<file path="src/rfs_pkg.sv">
// rfs_pkg: constants shared by the regulator fault supervisor and its synchroniser.
// assumes a single 100 MHz supervisor clock; every count below derives from it.
package rfs_pkg;

	// clock
	localparam int unsigned CLK_HZ = 100_000_000;
	localparam int unsigned CLK_NS = 1_000_000_000 / CLK_HZ;

	// structure
	localparam int unsigned NCH    = 2;
	localparam int unsigned NTEMP  = 2;
	localparam int unsigned SYNC_W = 2 + 6 * NCH + 3 * NTEMP;

	// protection windows, in their own units
	localparam int unsigned ALERT_MAX_NS  = 2000;
	localparam int unsigned OC_MIN_NS     = 7500;
	localparam int unsigned OC_MAX_NS     = 11000;
	localparam int unsigned CROSS_MAX_NS  = 10000;
	localparam int unsigned IMB_MS        = 1;
	localparam int unsigned THERM_MIN_US  = 100;

	// derived cycle counts: least times round up
	localparam int unsigned OC_CYC    = (OC_MIN_NS + CLK_NS - 1) / CLK_NS;
	localparam int unsigned IMB_CYC   = (IMB_MS * 1_000_000 + CLK_NS - 1) / CLK_NS;
	localparam int unsigned THERM_CYC = (THERM_MIN_US * 1000 + CLK_NS - 1) / CLK_NS;
	localparam int unsigned ALERT_CYC = ALERT_MAX_NS / CLK_NS;
	localparam int unsigned CROSS_CYC = CROSS_MAX_NS / CLK_NS;

	// counter widths
	localparam int unsigned OC_W    = 10;
	localparam int unsigned IMB_W   = 17;
	localparam int unsigned THERM_W = 14;

	// telemetry: monitor voltage in millivolts, load in percent
	localparam int unsigned MON_W  = 11;
	localparam int unsigned PCT_W  = 7;
	localparam int unsigned PROD_W = MON_W + PCT_W;
	localparam logic [MON_W-1:0] TEL_FULL_MV  = 11'h4b0;
	localparam logic [PCT_W-1:0] TEL_FULL_PCT = 7'h64;

	// run sequencing
	typedef enum logic [1:0] {
		RUN_OFF,
		RUN_START,
		RUN_ON
	} rfs_run_e;

endpackage

</file>
<file path="src/rfs_supervisor.sv">
// rfs_supervisor: fault supervision for a dual-output multiphase regulator.
// assumes comparator flags arrive asynchronously from the analog front end and
// that the monitor voltage words come from a converter on core_clk_in.
`timescale 1ns/1ps
`default_nettype none
module rfs_supervisor #(
	parameter int unsigned IMB_CYC   = rfs_pkg::IMB_CYC,
	parameter int unsigned THERM_CYC = rfs_pkg::THERM_CYC
) (
	// clock and reset
	input  wire logic                                     core_clk_in,
	input  wire logic                                     rst_in,
	// system enables, asynchronous
	input  wire logic                                     enable_in,
	input  wire logic                                     supply_ok_in,
	// per-output comparator flags, asynchronous
	input  wire logic [rfs_pkg::NCH-1:0]                  oc_cmp_in,
	input  wire logic [rfs_pkg::NCH-1:0]                  severe_oc_cmp_in,
	input  wire logic [rfs_pkg::NCH-1:0]                  imbalance_cmp_in,
	input  wire logic [rfs_pkg::NCH-1:0]                  uv_cmp_in,
	input  wire logic [rfs_pkg::NCH-1:0]                  ov_cmp_in,
	input  wire logic [rfs_pkg::NCH-1:0]                  below_target_cmp_in,
	// temperature comparators, one of each per pin, asynchronous
	input  wire logic [rfs_pkg::NTEMP-1:0]                temp_trip_cmp_in,
	input  wire logic [rfs_pkg::NTEMP-1:0]                temp_above_reset_cmp_in,
	input  wire logic [rfs_pkg::NTEMP-1:0]                temp_shut_cmp_in,
	// monitor voltage words, synchronous
	input  wire logic [rfs_pkg::NCH-1:0][rfs_pkg::MON_W-1:0] monitor_mv_in,
	// thermal alert open-drain pin
	output logic                                          thermal_alert_n_out,
	output logic                                          thermal_alert_oe_out,
	// per-output power stage commands and the shared soft-start request
	output logic [rfs_pkg::NCH-1:0]                       output_ok_out,
	output logic [rfs_pkg::NCH-1:0]                       chan_tristate_out,
	output logic [rfs_pkg::NCH-1:0]                       low_side_on_out,
	output logic [rfs_pkg::NCH-1:0]                       shutdown_out,
	output logic                                          soft_start_out,
	// fault status
	output logic [rfs_pkg::NCH-1:0]                       overcurrent_fault_out,
	output logic [rfs_pkg::NCH-1:0]                       severe_overcurrent_out,
	output logic [rfs_pkg::NCH-1:0]                       imbalance_fault_out,
	output logic [rfs_pkg::NCH-1:0]                       uv_fault_out,
	output logic [rfs_pkg::NCH-1:0]                       ov_fault_out,
	output logic                                          thermal_fault_out,
	// telemetry
	output logic [rfs_pkg::NCH-1:0][rfs_pkg::PCT_W-1:0]   load_pct_out
);
	import rfs_pkg::*;

	// last count of each timer, and the thermal counter's ceiling, cut to the counter width
	localparam logic [OC_W-1:0]    OC_LAST    = OC_W'(OC_CYC - 1);
	localparam logic [IMB_W-1:0]   IMB_LAST   = IMB_W'(IMB_CYC - 1);
	localparam logic [THERM_W-1:0] THERM_LAST = THERM_W'(THERM_CYC - 1);
	localparam logic [THERM_W-1:0] THERM_TOP  = THERM_W'(THERM_CYC);

	logic [SYNC_W-1:0]  sync_s;
	logic               en_s;
	logic               sup_s;
	logic [NCH-1:0]     oc_s;
	logic [NCH-1:0]     severe_s;
	logic [NCH-1:0]     imb_s;
	logic [NCH-1:0]     uv_s;
	logic [NCH-1:0]     ov_s;
	logic [NCH-1:0]     below_s;
	logic [NTEMP-1:0]   trip_s;
	logic [NTEMP-1:0]   above_rst_s;
	logic [NTEMP-1:0]   shut_s;
	logic               clr;

	logic [OC_W-1:0]    oc_cnt_q [NCH];
	logic [IMB_W-1:0]   imb_cnt_q [NCH];
	logic [THERM_W-1:0] therm_cnt_q;
	logic [NCH-1:0]     oc_fault_q;
	logic [NCH-1:0]     severe_q;
	logic [NCH-1:0]     imb_q;
	logic [NCH-1:0]     uv_q;
	logic [NCH-1:0]     ov_q;
	logic [NCH-1:0]     ls_q;
	logic               therm_q;
	logic               hyst_q;
	logic               hyst_d;
	logic               alert_q;
	logic [NTEMP-1:0]   hot;
	logic               any_hot;
	logic [NCH-1:0]     shut_d;
	logic [NCH-1:0]     shut_q;
	logic [NCH-1:0]     ok_q;
	logic [NCH-1:0]     tri_q;
	logic [NCH-1:0][PCT_W-1:0] pct_q;
	rfs_run_e           run_q;

	// load percentage, clamped at full scale
	function automatic logic [PCT_W-1:0] rfs_pct(input logic [MON_W-1:0] mv);
		logic [PROD_W-1:0] prod;
		logic [PROD_W-1:0] quot;
		prod = {{PCT_W{1'b0}}, mv} * {{MON_W{1'b0}}, TEL_FULL_PCT};
		quot = prod / {{PCT_W{1'b0}}, TEL_FULL_MV};
		if (mv >= TEL_FULL_MV) begin
			return TEL_FULL_PCT;
		end
		return quot[PCT_W-1:0];
	endfunction

	// all pin-level flags cross through one synchroniser bank
	rfs_sync #(
		.W (SYNC_W)
	) u_sync (
		.core_clk_in (core_clk_in),
		.rst_in      (rst_in),
		.async_in    ({enable_in, supply_ok_in, oc_cmp_in, severe_oc_cmp_in,
		               imbalance_cmp_in, uv_cmp_in, ov_cmp_in, below_target_cmp_in,
		               temp_trip_cmp_in, temp_above_reset_cmp_in, temp_shut_cmp_in}),
		.sync_out    (sync_s)
	);

	assign {en_s, sup_s, oc_s, severe_s, imb_s, uv_s, ov_s, below_s,
	        trip_s, above_rst_s, shut_s} = sync_s;

	// faults are held cleared for as long as enable or supply is low
	assign clr = !(en_s && sup_s);

	// run sequencing; one cycle of soft-start request on every restart
	always_ff @(posedge core_clk_in or posedge rst_in) begin
		if (rst_in) begin
			run_q <= RUN_OFF;
		end else begin
			case (run_q)
				RUN_OFF: begin
					if (!clr) begin
						run_q <= RUN_START;
					end
				end
				RUN_START: begin
					run_q <= clr ? RUN_OFF : RUN_ON;
				end
				default: begin
					if (clr) begin
						run_q <= RUN_OFF;
					end
				end
			endcase
		end
	end

	// overcurrent qualification timers, one per output
	always_ff @(posedge core_clk_in or posedge rst_in) begin
		if (rst_in) begin
			for (int i = 0; i < NCH; i++) begin
				oc_cnt_q[i] <= '0;
			end
			oc_fault_q <= '0;
		end else begin
			for (int i = 0; i < NCH; i++) begin
				if (clr || !oc_s[i]) begin
					oc_cnt_q[i] <= '0;
				end else if (oc_cnt_q[i] != OC_LAST) begin
					oc_cnt_q[i] <= oc_cnt_q[i] + 1'b1;
				end
				if (clr) begin
					oc_fault_q[i] <= 1'b0;
				end else if (oc_s[i] && oc_cnt_q[i] == OC_LAST) begin
					oc_fault_q[i] <= 1'b1;
				end
			end
		end
	end

	// imbalance timers: the window restarts whenever the mismatch goes away
	always_ff @(posedge core_clk_in or posedge rst_in) begin
		if (rst_in) begin
			for (int i = 0; i < NCH; i++) begin
				imb_cnt_q[i] <= '0;
			end
			imb_q <= '0;
		end else begin
			for (int i = 0; i < NCH; i++) begin
				if (clr || !imb_s[i]) begin
					imb_cnt_q[i] <= '0;
				end else if (imb_cnt_q[i] != IMB_LAST) begin
					imb_cnt_q[i] <= imb_cnt_q[i] + 1'b1;
				end
				if (clr) begin
					imb_q[i] <= 1'b0;
				end else if (imb_s[i] && imb_cnt_q[i] == IMB_LAST) begin
					imb_q[i] <= 1'b1;
				end
			end
		end
	end

	// immediate faults: severe overcurrent, undervoltage, overvoltage
	always_ff @(posedge core_clk_in or posedge rst_in) begin
		if (rst_in) begin
			severe_q <= '0;
			uv_q     <= '0;
			ov_q     <= '0;
		end else if (clr) begin
			severe_q <= '0;
			uv_q     <= '0;
			ov_q     <= '0;
		end else begin
			severe_q <= severe_q | severe_s;
			uv_q     <= uv_q | uv_s;
			ov_q     <= ov_q | ov_s;
		end
	end

	// overvoltage crowbar: low side pulls down, lets go below target, re-arms
	always_ff @(posedge core_clk_in or posedge rst_in) begin
		if (rst_in) begin
			ls_q <= '0;
		end else begin
			for (int i = 0; i < NCH; i++) begin
				if (clr) begin
					ls_q[i] <= 1'b0;
				end else if (ov_s[i]) begin
					ls_q[i] <= 1'b1;
				end else if (below_s[i]) begin
					ls_q[i] <= 1'b0;
				end
			end
		end
	end

	// warning hysteresis shared by both pins: tripped level holds until both recover
	always_comb begin
		hyst_d = hyst_q;
		if (|trip_s) begin
			hyst_d = 1'b1;
		end else if (&above_rst_s) begin
			hyst_d = 1'b0;
		end
	end

	// the pin counts as hot against whichever level the hysteresis selects
	always_comb begin
		for (int p = 0; p < NTEMP; p++) begin
			hot[p] = hyst_q ? !above_rst_s[p] : trip_s[p];
		end
		any_hot = |hot;
	end

	always_ff @(posedge core_clk_in or posedge rst_in) begin
		if (rst_in) begin
			hyst_q  <= 1'b0;
			alert_q <= 1'b0;
		end else begin
			hyst_q  <= hyst_d;
			alert_q <= (|oc_s) || hyst_d;
		end
	end

	// up/down counter so short cool spells only delay a thermal fault
	always_ff @(posedge core_clk_in or posedge rst_in) begin
		if (rst_in) begin
			therm_cnt_q <= '0;
			therm_q     <= 1'b0;
		end else begin
			if (clr) begin
				therm_cnt_q <= '0;
			end else if (any_hot && therm_cnt_q != THERM_TOP) begin
				therm_cnt_q <= therm_cnt_q + 1'b1;
			end else if (!any_hot && therm_cnt_q != '0) begin
				therm_cnt_q <= therm_cnt_q - 1'b1;
			end
			if (clr) begin
				therm_q <= 1'b0;
			end else if ((|shut_s) || (any_hot && therm_cnt_q == THERM_LAST)) begin
				therm_q <= 1'b1;
			end
		end
	end

	// shutdown combines own faults, the partner's overcurrent flags and thermal
	always_comb begin
		for (int i = 0; i < NCH; i++) begin
			shut_d[i] = oc_fault_q[i] | severe_q[i] | imb_q[i] | uv_q[i] | ov_q[i]
			          | oc_fault_q[NCH-1-i] | severe_q[NCH-1-i]
			          | therm_q;
		end
	end

	always_ff @(posedge core_clk_in or posedge rst_in) begin
		if (rst_in) begin
			shut_q <= '0;
			ok_q   <= '0;
			tri_q  <= {NCH{1'b1}};
		end else begin
			shut_q <= shut_d;
			for (int i = 0; i < NCH; i++) begin
				ok_q[i]  <= (run_q == RUN_ON) && !clr && !shut_d[i];
				tri_q[i] <= (shut_d[i] || run_q != RUN_ON) && !ls_q[i];
			end
		end
	end

	// telemetry sampled every cycle
	always_ff @(posedge core_clk_in or posedge rst_in) begin
		if (rst_in) begin
			pct_q <= '0;
		end else begin
			for (int i = 0; i < NCH; i++) begin
				pct_q[i] <= rfs_pct(monitor_mv_in[i]);
			end
		end
	end

	// open drain: the pin only ever pulls low
	assign thermal_alert_n_out    = 1'b0;
	assign thermal_alert_oe_out   = alert_q;
	assign output_ok_out          = ok_q;
	assign chan_tristate_out      = tri_q;
	assign low_side_on_out        = ls_q;
	assign shutdown_out           = shut_q;
	assign soft_start_out         = (run_q == RUN_START);
	assign overcurrent_fault_out  = oc_fault_q;
	assign severe_overcurrent_out = severe_q;
	assign imbalance_fault_out    = imb_q;
	assign uv_fault_out           = uv_q;
	assign ov_fault_out           = ov_q;
	assign thermal_fault_out      = therm_q;
	assign load_pct_out           = pct_q;

	for (genvar c = 0; c < NCH; c++) begin : g_chk

	end
endmodule
`default_nettype wire

</file>
<file path="src/rfs_sync.sv">
// rfs_sync: two-stage synchroniser for a bundle of independent level flags.
// assumes each bit is a slow level; multi-bit words must not pass through here.
`timescale 1ns/1ps
`default_nettype none
module rfs_sync #(
	parameter int unsigned W = 1
) (
	// clock and reset
	input  wire logic         core_clk_in,
	input  wire logic         rst_in,
	// flags
	input  wire logic [W-1:0] async_in,
	output var  logic [W-1:0] sync_out
);
	logic [W-1:0] meta_q;

	// first stage feeds only the second stage
	always_ff @(posedge core_clk_in or posedge rst_in) begin
		if (rst_in) begin
			meta_q   <= '0;
			sync_out <= '0;
		end else begin
			meta_q   <= async_in;
			sync_out <= meta_q;
		end
	end
endmodule
`default_nettype wire

</file>
<file path="config.mk">
export PLATFORM = sky130hd
export DESIGN_NAME = rfs_supervisor
export DESIGN_NICKNAME = d
export VERILOG_FILES = /design/src/rfs_pkg.sv /design/src/rfs_supervisor.sv /design/src/rfs_sync.sv
export SDC_FILE = /design/constraint.sdc
export NUM_CORES = 1
export LEC_CHECK = 0
export BUFFER_PORTS_ARGS = -buffer_cell sky130_fd_sc_hd__buf_2
export CAP_MARGIN = 5
export CORE_ASPECT_RATIO = 0.5
export CORE_MARGIN = 2
export CORE_UTILIZATION = 55
export CTS_CLUSTER_SIZE = 12
export DETAILED_ROUTE_END_ITERATION = 8
export PLACE_DENSITY = 0.73
export REMOVE_ABC_BUFFERS = 1
export SLEW_MARGIN = 15
export SYNTH_ARGS = -nofsm -noshare
export SYNTH_HDL_FRONTEND = slang
export SYNTH_SLANG_ARGS = --single-unit
</file>
<file path="constraint.sdc">
create_clock -name core_clk_in -period 5.4 [get_ports core_clk_in]
set_input_delay 1.08 -clock core_clk_in [delete_from_list [all_inputs] [get_ports core_clk_in]]
set_output_delay 1.08 -clock core_clk_in [all_outputs]
set_load 0.03 [all_outputs]
</file>
# Yosys cells after proc, flatten, opt, wreduce, memory -nomap -nowiden
# Cells that the tools add are included.
[word_totals] register_bits=145 latchBits=0 ramBits=0 mem_bits_ro=0 in_bits=44 out_inout_bits=36 word_cells=166 n_memories=0
[classes] addsub=6 mul=2 n_div=2 magnitude_cmp=2 eq_ne=23 shifts=0 mux=44 bitwise=17 reduce_logical=45
[op_table] cell="17-bit two-way mux" count=4
[op_table] cell="14-bit two-way mux" count=3
[op_table] cell="10-bit two-way mux" count=4
[op_table] cell="18-bit by 11-bit divider with 18-bit output, second input constant" count=2
[op_table] cell="17-bit by 1-bit adder with 17-bit output, second input constant" count=2
[op_table] cell="17-bit equality test, second input constant" count=2
[op_table] cell="17-bit inequality test, second input constant" count=2
[op_table] cell="11-bit by 5-bit multiplier with 16-bit output, second input constant" count=2
[op_table] cell="7-bit two-way mux" count=4
[op_table] cell="11-bit greater-or-equal comparator, second input constant" count=2
[op_table] cell="1-bit two-way mux" count=22
[op_table] cell="10-bit by 1-bit adder with 10-bit output, second input constant" count=2
[op_table] cell="10-bit equality test, second input constant" count=2
[op_table] cell="10-bit inequality test, second input constant" count=2
[op_table] cell="14-bit by 1-bit adder with 14-bit output, second input constant" count=1
[op_table] cell="14-bit equality test, second input constant" count=1
[op_table] cell="14-bit inequality test, second input constant" count=1
[op_table] cell="1-bit OR" count=14
[op_table] cell="14-bit nonzero test" count=1
[op_table] cell="14-bit by 1-bit subtractor with 14-bit output, second input constant" count=1
[op_table] cell="1-bit logical AND" count=13
[op_table] cell="1-bit logical NOT" count=12
[op_table] cell="2-bit two-way mux" count=6
[op_table] cell="2-bit by 1-bit inequality test with 1-bit output, second input constant" count=5
[op_table] cell="12 further kinds" count=31

# Longest topological paths before layout
[logic_depth] word_depth=9 depth_mapped=38 ltp_nobuf=32

# Hierarchy
# From an unflattened synthesis, not the netlist that was laid out.
[unflattened] hier_cells=1582 area_unflattened_um2=13431.6
[by_module_without_submodules] module="rfs_supervisor" n_inst=1 cells_each=1541 area_each_um2=12426.9 seq_area_each_um2=2630.0
[by_module_without_submodules] module="rfs_sync" n_inst=1 cells_each=41 area_each_um2=1004.7 seq_area_each_um2=1001.0

# Least setup slack after synthesis
# No wires, ideal clock.
[synth_path] kind="in2reg" from="in monitor_mv_in[15] in the netlist's numbering" to="reg pct_q (netlist bit load_pct_out[7])" setup_ps=128 arrival_ps=8691 required_ps=5272 path_slack_ps=-3419 cell_stages=31 path_buffers=2 cell_sequence="ha_1 > ha_1 > inv_1 > fa_1 > inv_1 > ha_1 > clkbuf_1 > and3_1 > a221oi_2 > xor2_1 > a31o_2 > o211a_1 > a2bb2oi_2 > or4_4 > and4_1 > buf_2 > o221a_2 > a311oi_2 > mux2_2 > nand4b_2 > nand2_2 > mux2_2 > a211oi_4 > a21oi_4 > mux2_2 > o31ai_4 > mux2i_1 > xnor2_1 > o41a_1 > nor4_1 > nor3_1"
[synth_between] elab_chain_len=3 word_cells_on_any_way=5 cone_classes="mul: 1; div: 1; order compare: 1; mux: 2"
[synth_rtl] element="start: declaration" line="rfs_supervisor.sv:28" text="input wire logic [rfs_pkg::NCH-1:0][rfs_pkg::MON_W-1:0] monitor_mv_in,"
[synth_rtl] element="11-bit by 5-bit multiplier with 16-bit output / 11-bit greater-or-equal comparator (equally long branches)" line="rfs_supervisor.sv:96, rfs_supervisor.sv:98"
[synth_rtl] element="18-bit by 11-bit divider with 18-bit output / 1-bit two-way mux (equally long branches)" line="rfs_supervisor.sv:97, rfs_supervisor.sv:98"
[synth_rtl] element="7-bit two-way mux *" line="rfs_supervisor.sv:101" text="return quot[PCT_W-1:0];"
[synth_rtl] element="end signal: indexed assignment" line="rfs_supervisor.sv:303" text="pct_q[i] <= rfs_pct(monitor_mv_in[i]);"
[synth_rtl] element="end: declaration" line="rfs_supervisor.sv:89" text="logic [NCH-1:0][PCT_W-1:0] pct_q;"
# Mark *: on every way between the ends. The rest lies on a longest branch, timed or not.
# A chain may end at the register's enable or synchronous reset.

# Final worst setup path
[layout_path] from="in monitor_mv_in[6] in the netlist's numbering" to="reg pct_q (netlist bit load_pct_out[0])"
# Same word-level chain as after synthesis.

==> metrics.cfg <==
[run_status]
status=finished, violations left
violations=setup timing

[critical_path]
crit_type=input port to register
crit_slowest_cell=fa_1
critPathCaptureType=register
crit_path_max_fanout=7
cp-start-kind=input port
max_stage_delay_ns=0.49
cp.required_ns=5.68
critPathMostFrequentCell=buf_4
cp.arrival_ns=8.94

[placed_design]
detailedPlace.worstSlack_ns=-3.99
globalplace.congestion=0.943
dpl_cell_area_sq_um=17800
dpl.hpwl_microns=31900
portBuffers=78

[finish]
regArea_sq_um=3630
fin_util=0.868
area_growth_pct=53.1
drive_above_1_share=0.438
final_common_cell=buf_4
antenna_cells_inserted=0
layout.nets=2357
multi_input_comb_area_sq_um=11600
layout_common_cells=buf_4 (483), nor2_1 (165), dfrtp_1 (143)
fillers=1172
design_area_sq_um=21100

[timing]
postLayoutSetupSlackWorst_ns=-3.26
rsz0062_at_grt=true
clock.fmax_ghz=0.115
relSlewSlack=0.230
period_share=1.60
setup_viol=12
period_minus_slack_ns=8.66
worstMarginPinSlew_ns=1.14
final_hold_viol_count=0
fin_skew_ns=0.0150
final_max_slew_viol_count=0

[yosys]
ys_ff_latch=145
synth-async-reset-ratio=1.00
synthCells=1623
synth-seq-area-share=0.264
synth_top_family_by_area=compound AO/OA/AOI/OAI gates
avgSynthCellArea_sq_um=8.48
synthAdderAreaFrac=0.123
synth_top_cell_by_area=dfrtp_1
syn_area_sq_um=13800
synth_cell_types=121
synthFlopType=dfrtp_1
synth_compound_area_frac=0.243
synth-simple-area-share=0.224
synth_top_area_frac=0.260
synth_edf_count=0
synth_xor_area_frac=0.0812
synth_area_leaders=dfrtp_1 (26%), ha_1 (10%), xnor2_1 (4.8%)
synthMuxAreaShare=0.0273
ys_warn_count=0

[grt]
grt_overflow_total=0
grt_pass1_wl_microns=76800
first_global_vias=15871
grt_max_degree=99
antenna_found_initial=0
grt.total_usage=0.354

[detailed_routing]
wl_per_cell_microns=20.2
drt_iter0_drc=1578
first_pass_iters=6
drc=0
wirelength_microns=51300
vias_per_cell=6.32
vias=16041
drtAntennaViolNets=0

[clocking]
cts_made_buffers=17
clockBufferDepth=2
cts_tree=built
clock-sinks=145
clkTransAtPathRegs_ns=0.08
clock_latency_ns=0.44
cts_root_buffer=clkbuf_16
cts_max_level=4

[worst_hold_path]
hold_path.class=register to register

[floorplanning]
die_area_sq_um=26400
die_h_microns=116
io-pin-count=80
start_util=0.567
coreArea_sq_um=24300
rows=40
die_w_microns=228

[flow_run]
cap_violations=0

-- Yosys cell counts (10+ instances only) --
cell      count
or2_2        10
o21bai_1     11
mux2_2       10
nor2b_1      14
xnor2_1      75
o21ai_0      71
nand2_1     115
dfrtp_1     143
nand4_1      29
buf_2        11
a21oi_1      92
a21o_1       19
or3_1        30
nor3_1       56
nand2b_1     15
inv_1        76
a211oi_1     22
o22ai_1      10
o221ai_1     10
nor4_1       24
and2_1       19
nand3_1      65
nor2_1      174
o21ai_1      12
ha_1        112
and3_1       24
fa_1         13
a31oi_1      20
o211ai_1     24
mux2i_1      24
o21a_1       17
clkbuf_1     30
xor2_1       47
-- final cells by class --
| type | count | share of cell area |
|---|---|---|
| tap | 336 | 0.0199 |
| inverter | 76 | 0.0150 |
| timing repair buffer | 597 | 0.215 |
| clock inverter | 15 | 0.00885 |
| multi-input combinational | 1351 | 0.549 |
| sequential | 145 | 0.172 |
| clock buffer | 17 | 0.0202 |
-- registers in the layout (all words and copies together), names as in the netlist, 14 cells and up --
signal           cells
load_pct_out        14
imb_cnt_q           34
therm_cnt_q         14
oc_cnt_q            20
u_sync.meta_q       20
u_sync.sync_out     20
-- per-stage QoR --
step                      TNS (ns)  cells  hold slack (ns)
after global routing        -23.87   2537            0.355
after floorplan             -32.38   1572            0.331
final                       -21.44   2537            0.352
after CTS                   -18.69   2520            0.352
after detailed placement    -30.04   2444            0.336
after global placement      -28.09   2444            0.335
-- final timing paths --
check | startpoint | endpoint | slack, ns | cells after the start
worst min-delay path | u_sync.meta_q[17] | u_sync.sync_out[17] | 0.35 | 0
worst min register to register | u_sync.meta_q[17] | u_sync.sync_out[17] | 0.35 | 0
max in group asynchronous | rst_in | thermal_fault_out | 3.38 | 3
min in group asynchronous | rst_in | load_pct_out[9] | 0.80 | 2
worst max register to register | therm_cnt_q[0] | therm_cnt_q[13] | 0.94 | 18
worst max-delay path | monitor_mv_in[6] | load_pct_out[0] | -3.26 | 40
-- cells by family after synthesis --
kind of cell    after synthesis
fa+ha+maj                   128
other cells                   1
buf+inv                     127
simple gates                614
mux                          36
flops                       145
compound gates              447
xor+xnor                    125
-- metal layers --
layer,part of all wire,GRT usage,routed length [microns],up-vias
met1,0.38,0.411,19800,7722
li1,-,-,-,7144
met2,0.49,0.655,25200,895
met4,0.056,0.170,2900,0
met5,0,0,0,-
met3,0.067,0.0536,3450,280
-- worst max-delay path: cells and delay by family --
kind / cells / cell delay, ns
XOR/XNOR: 2 / 0.55
AND/OR/NAND/NOR: 9 / 1.80
multiplexers: 1 / 0.35
AO/OA/AOI/OAI: 12 / 2.48
buffers and inverters: 12 / 1.41
adder cells (fa/ha/maj): 4 / 1.24
-- repair_timing --
action | CTS | global route
endpoints found under the setup margin | 12 | 12
gates cloned | 1 | 0
pin swaps | 126 | 98
setup buffers | 45 | 25
resized for setup | 270 | 163
hold buffers | 0 | 0
Power is not shown: default switching activity piles up to over one toggle a cycle in this logic, so the estimate is an artifact.
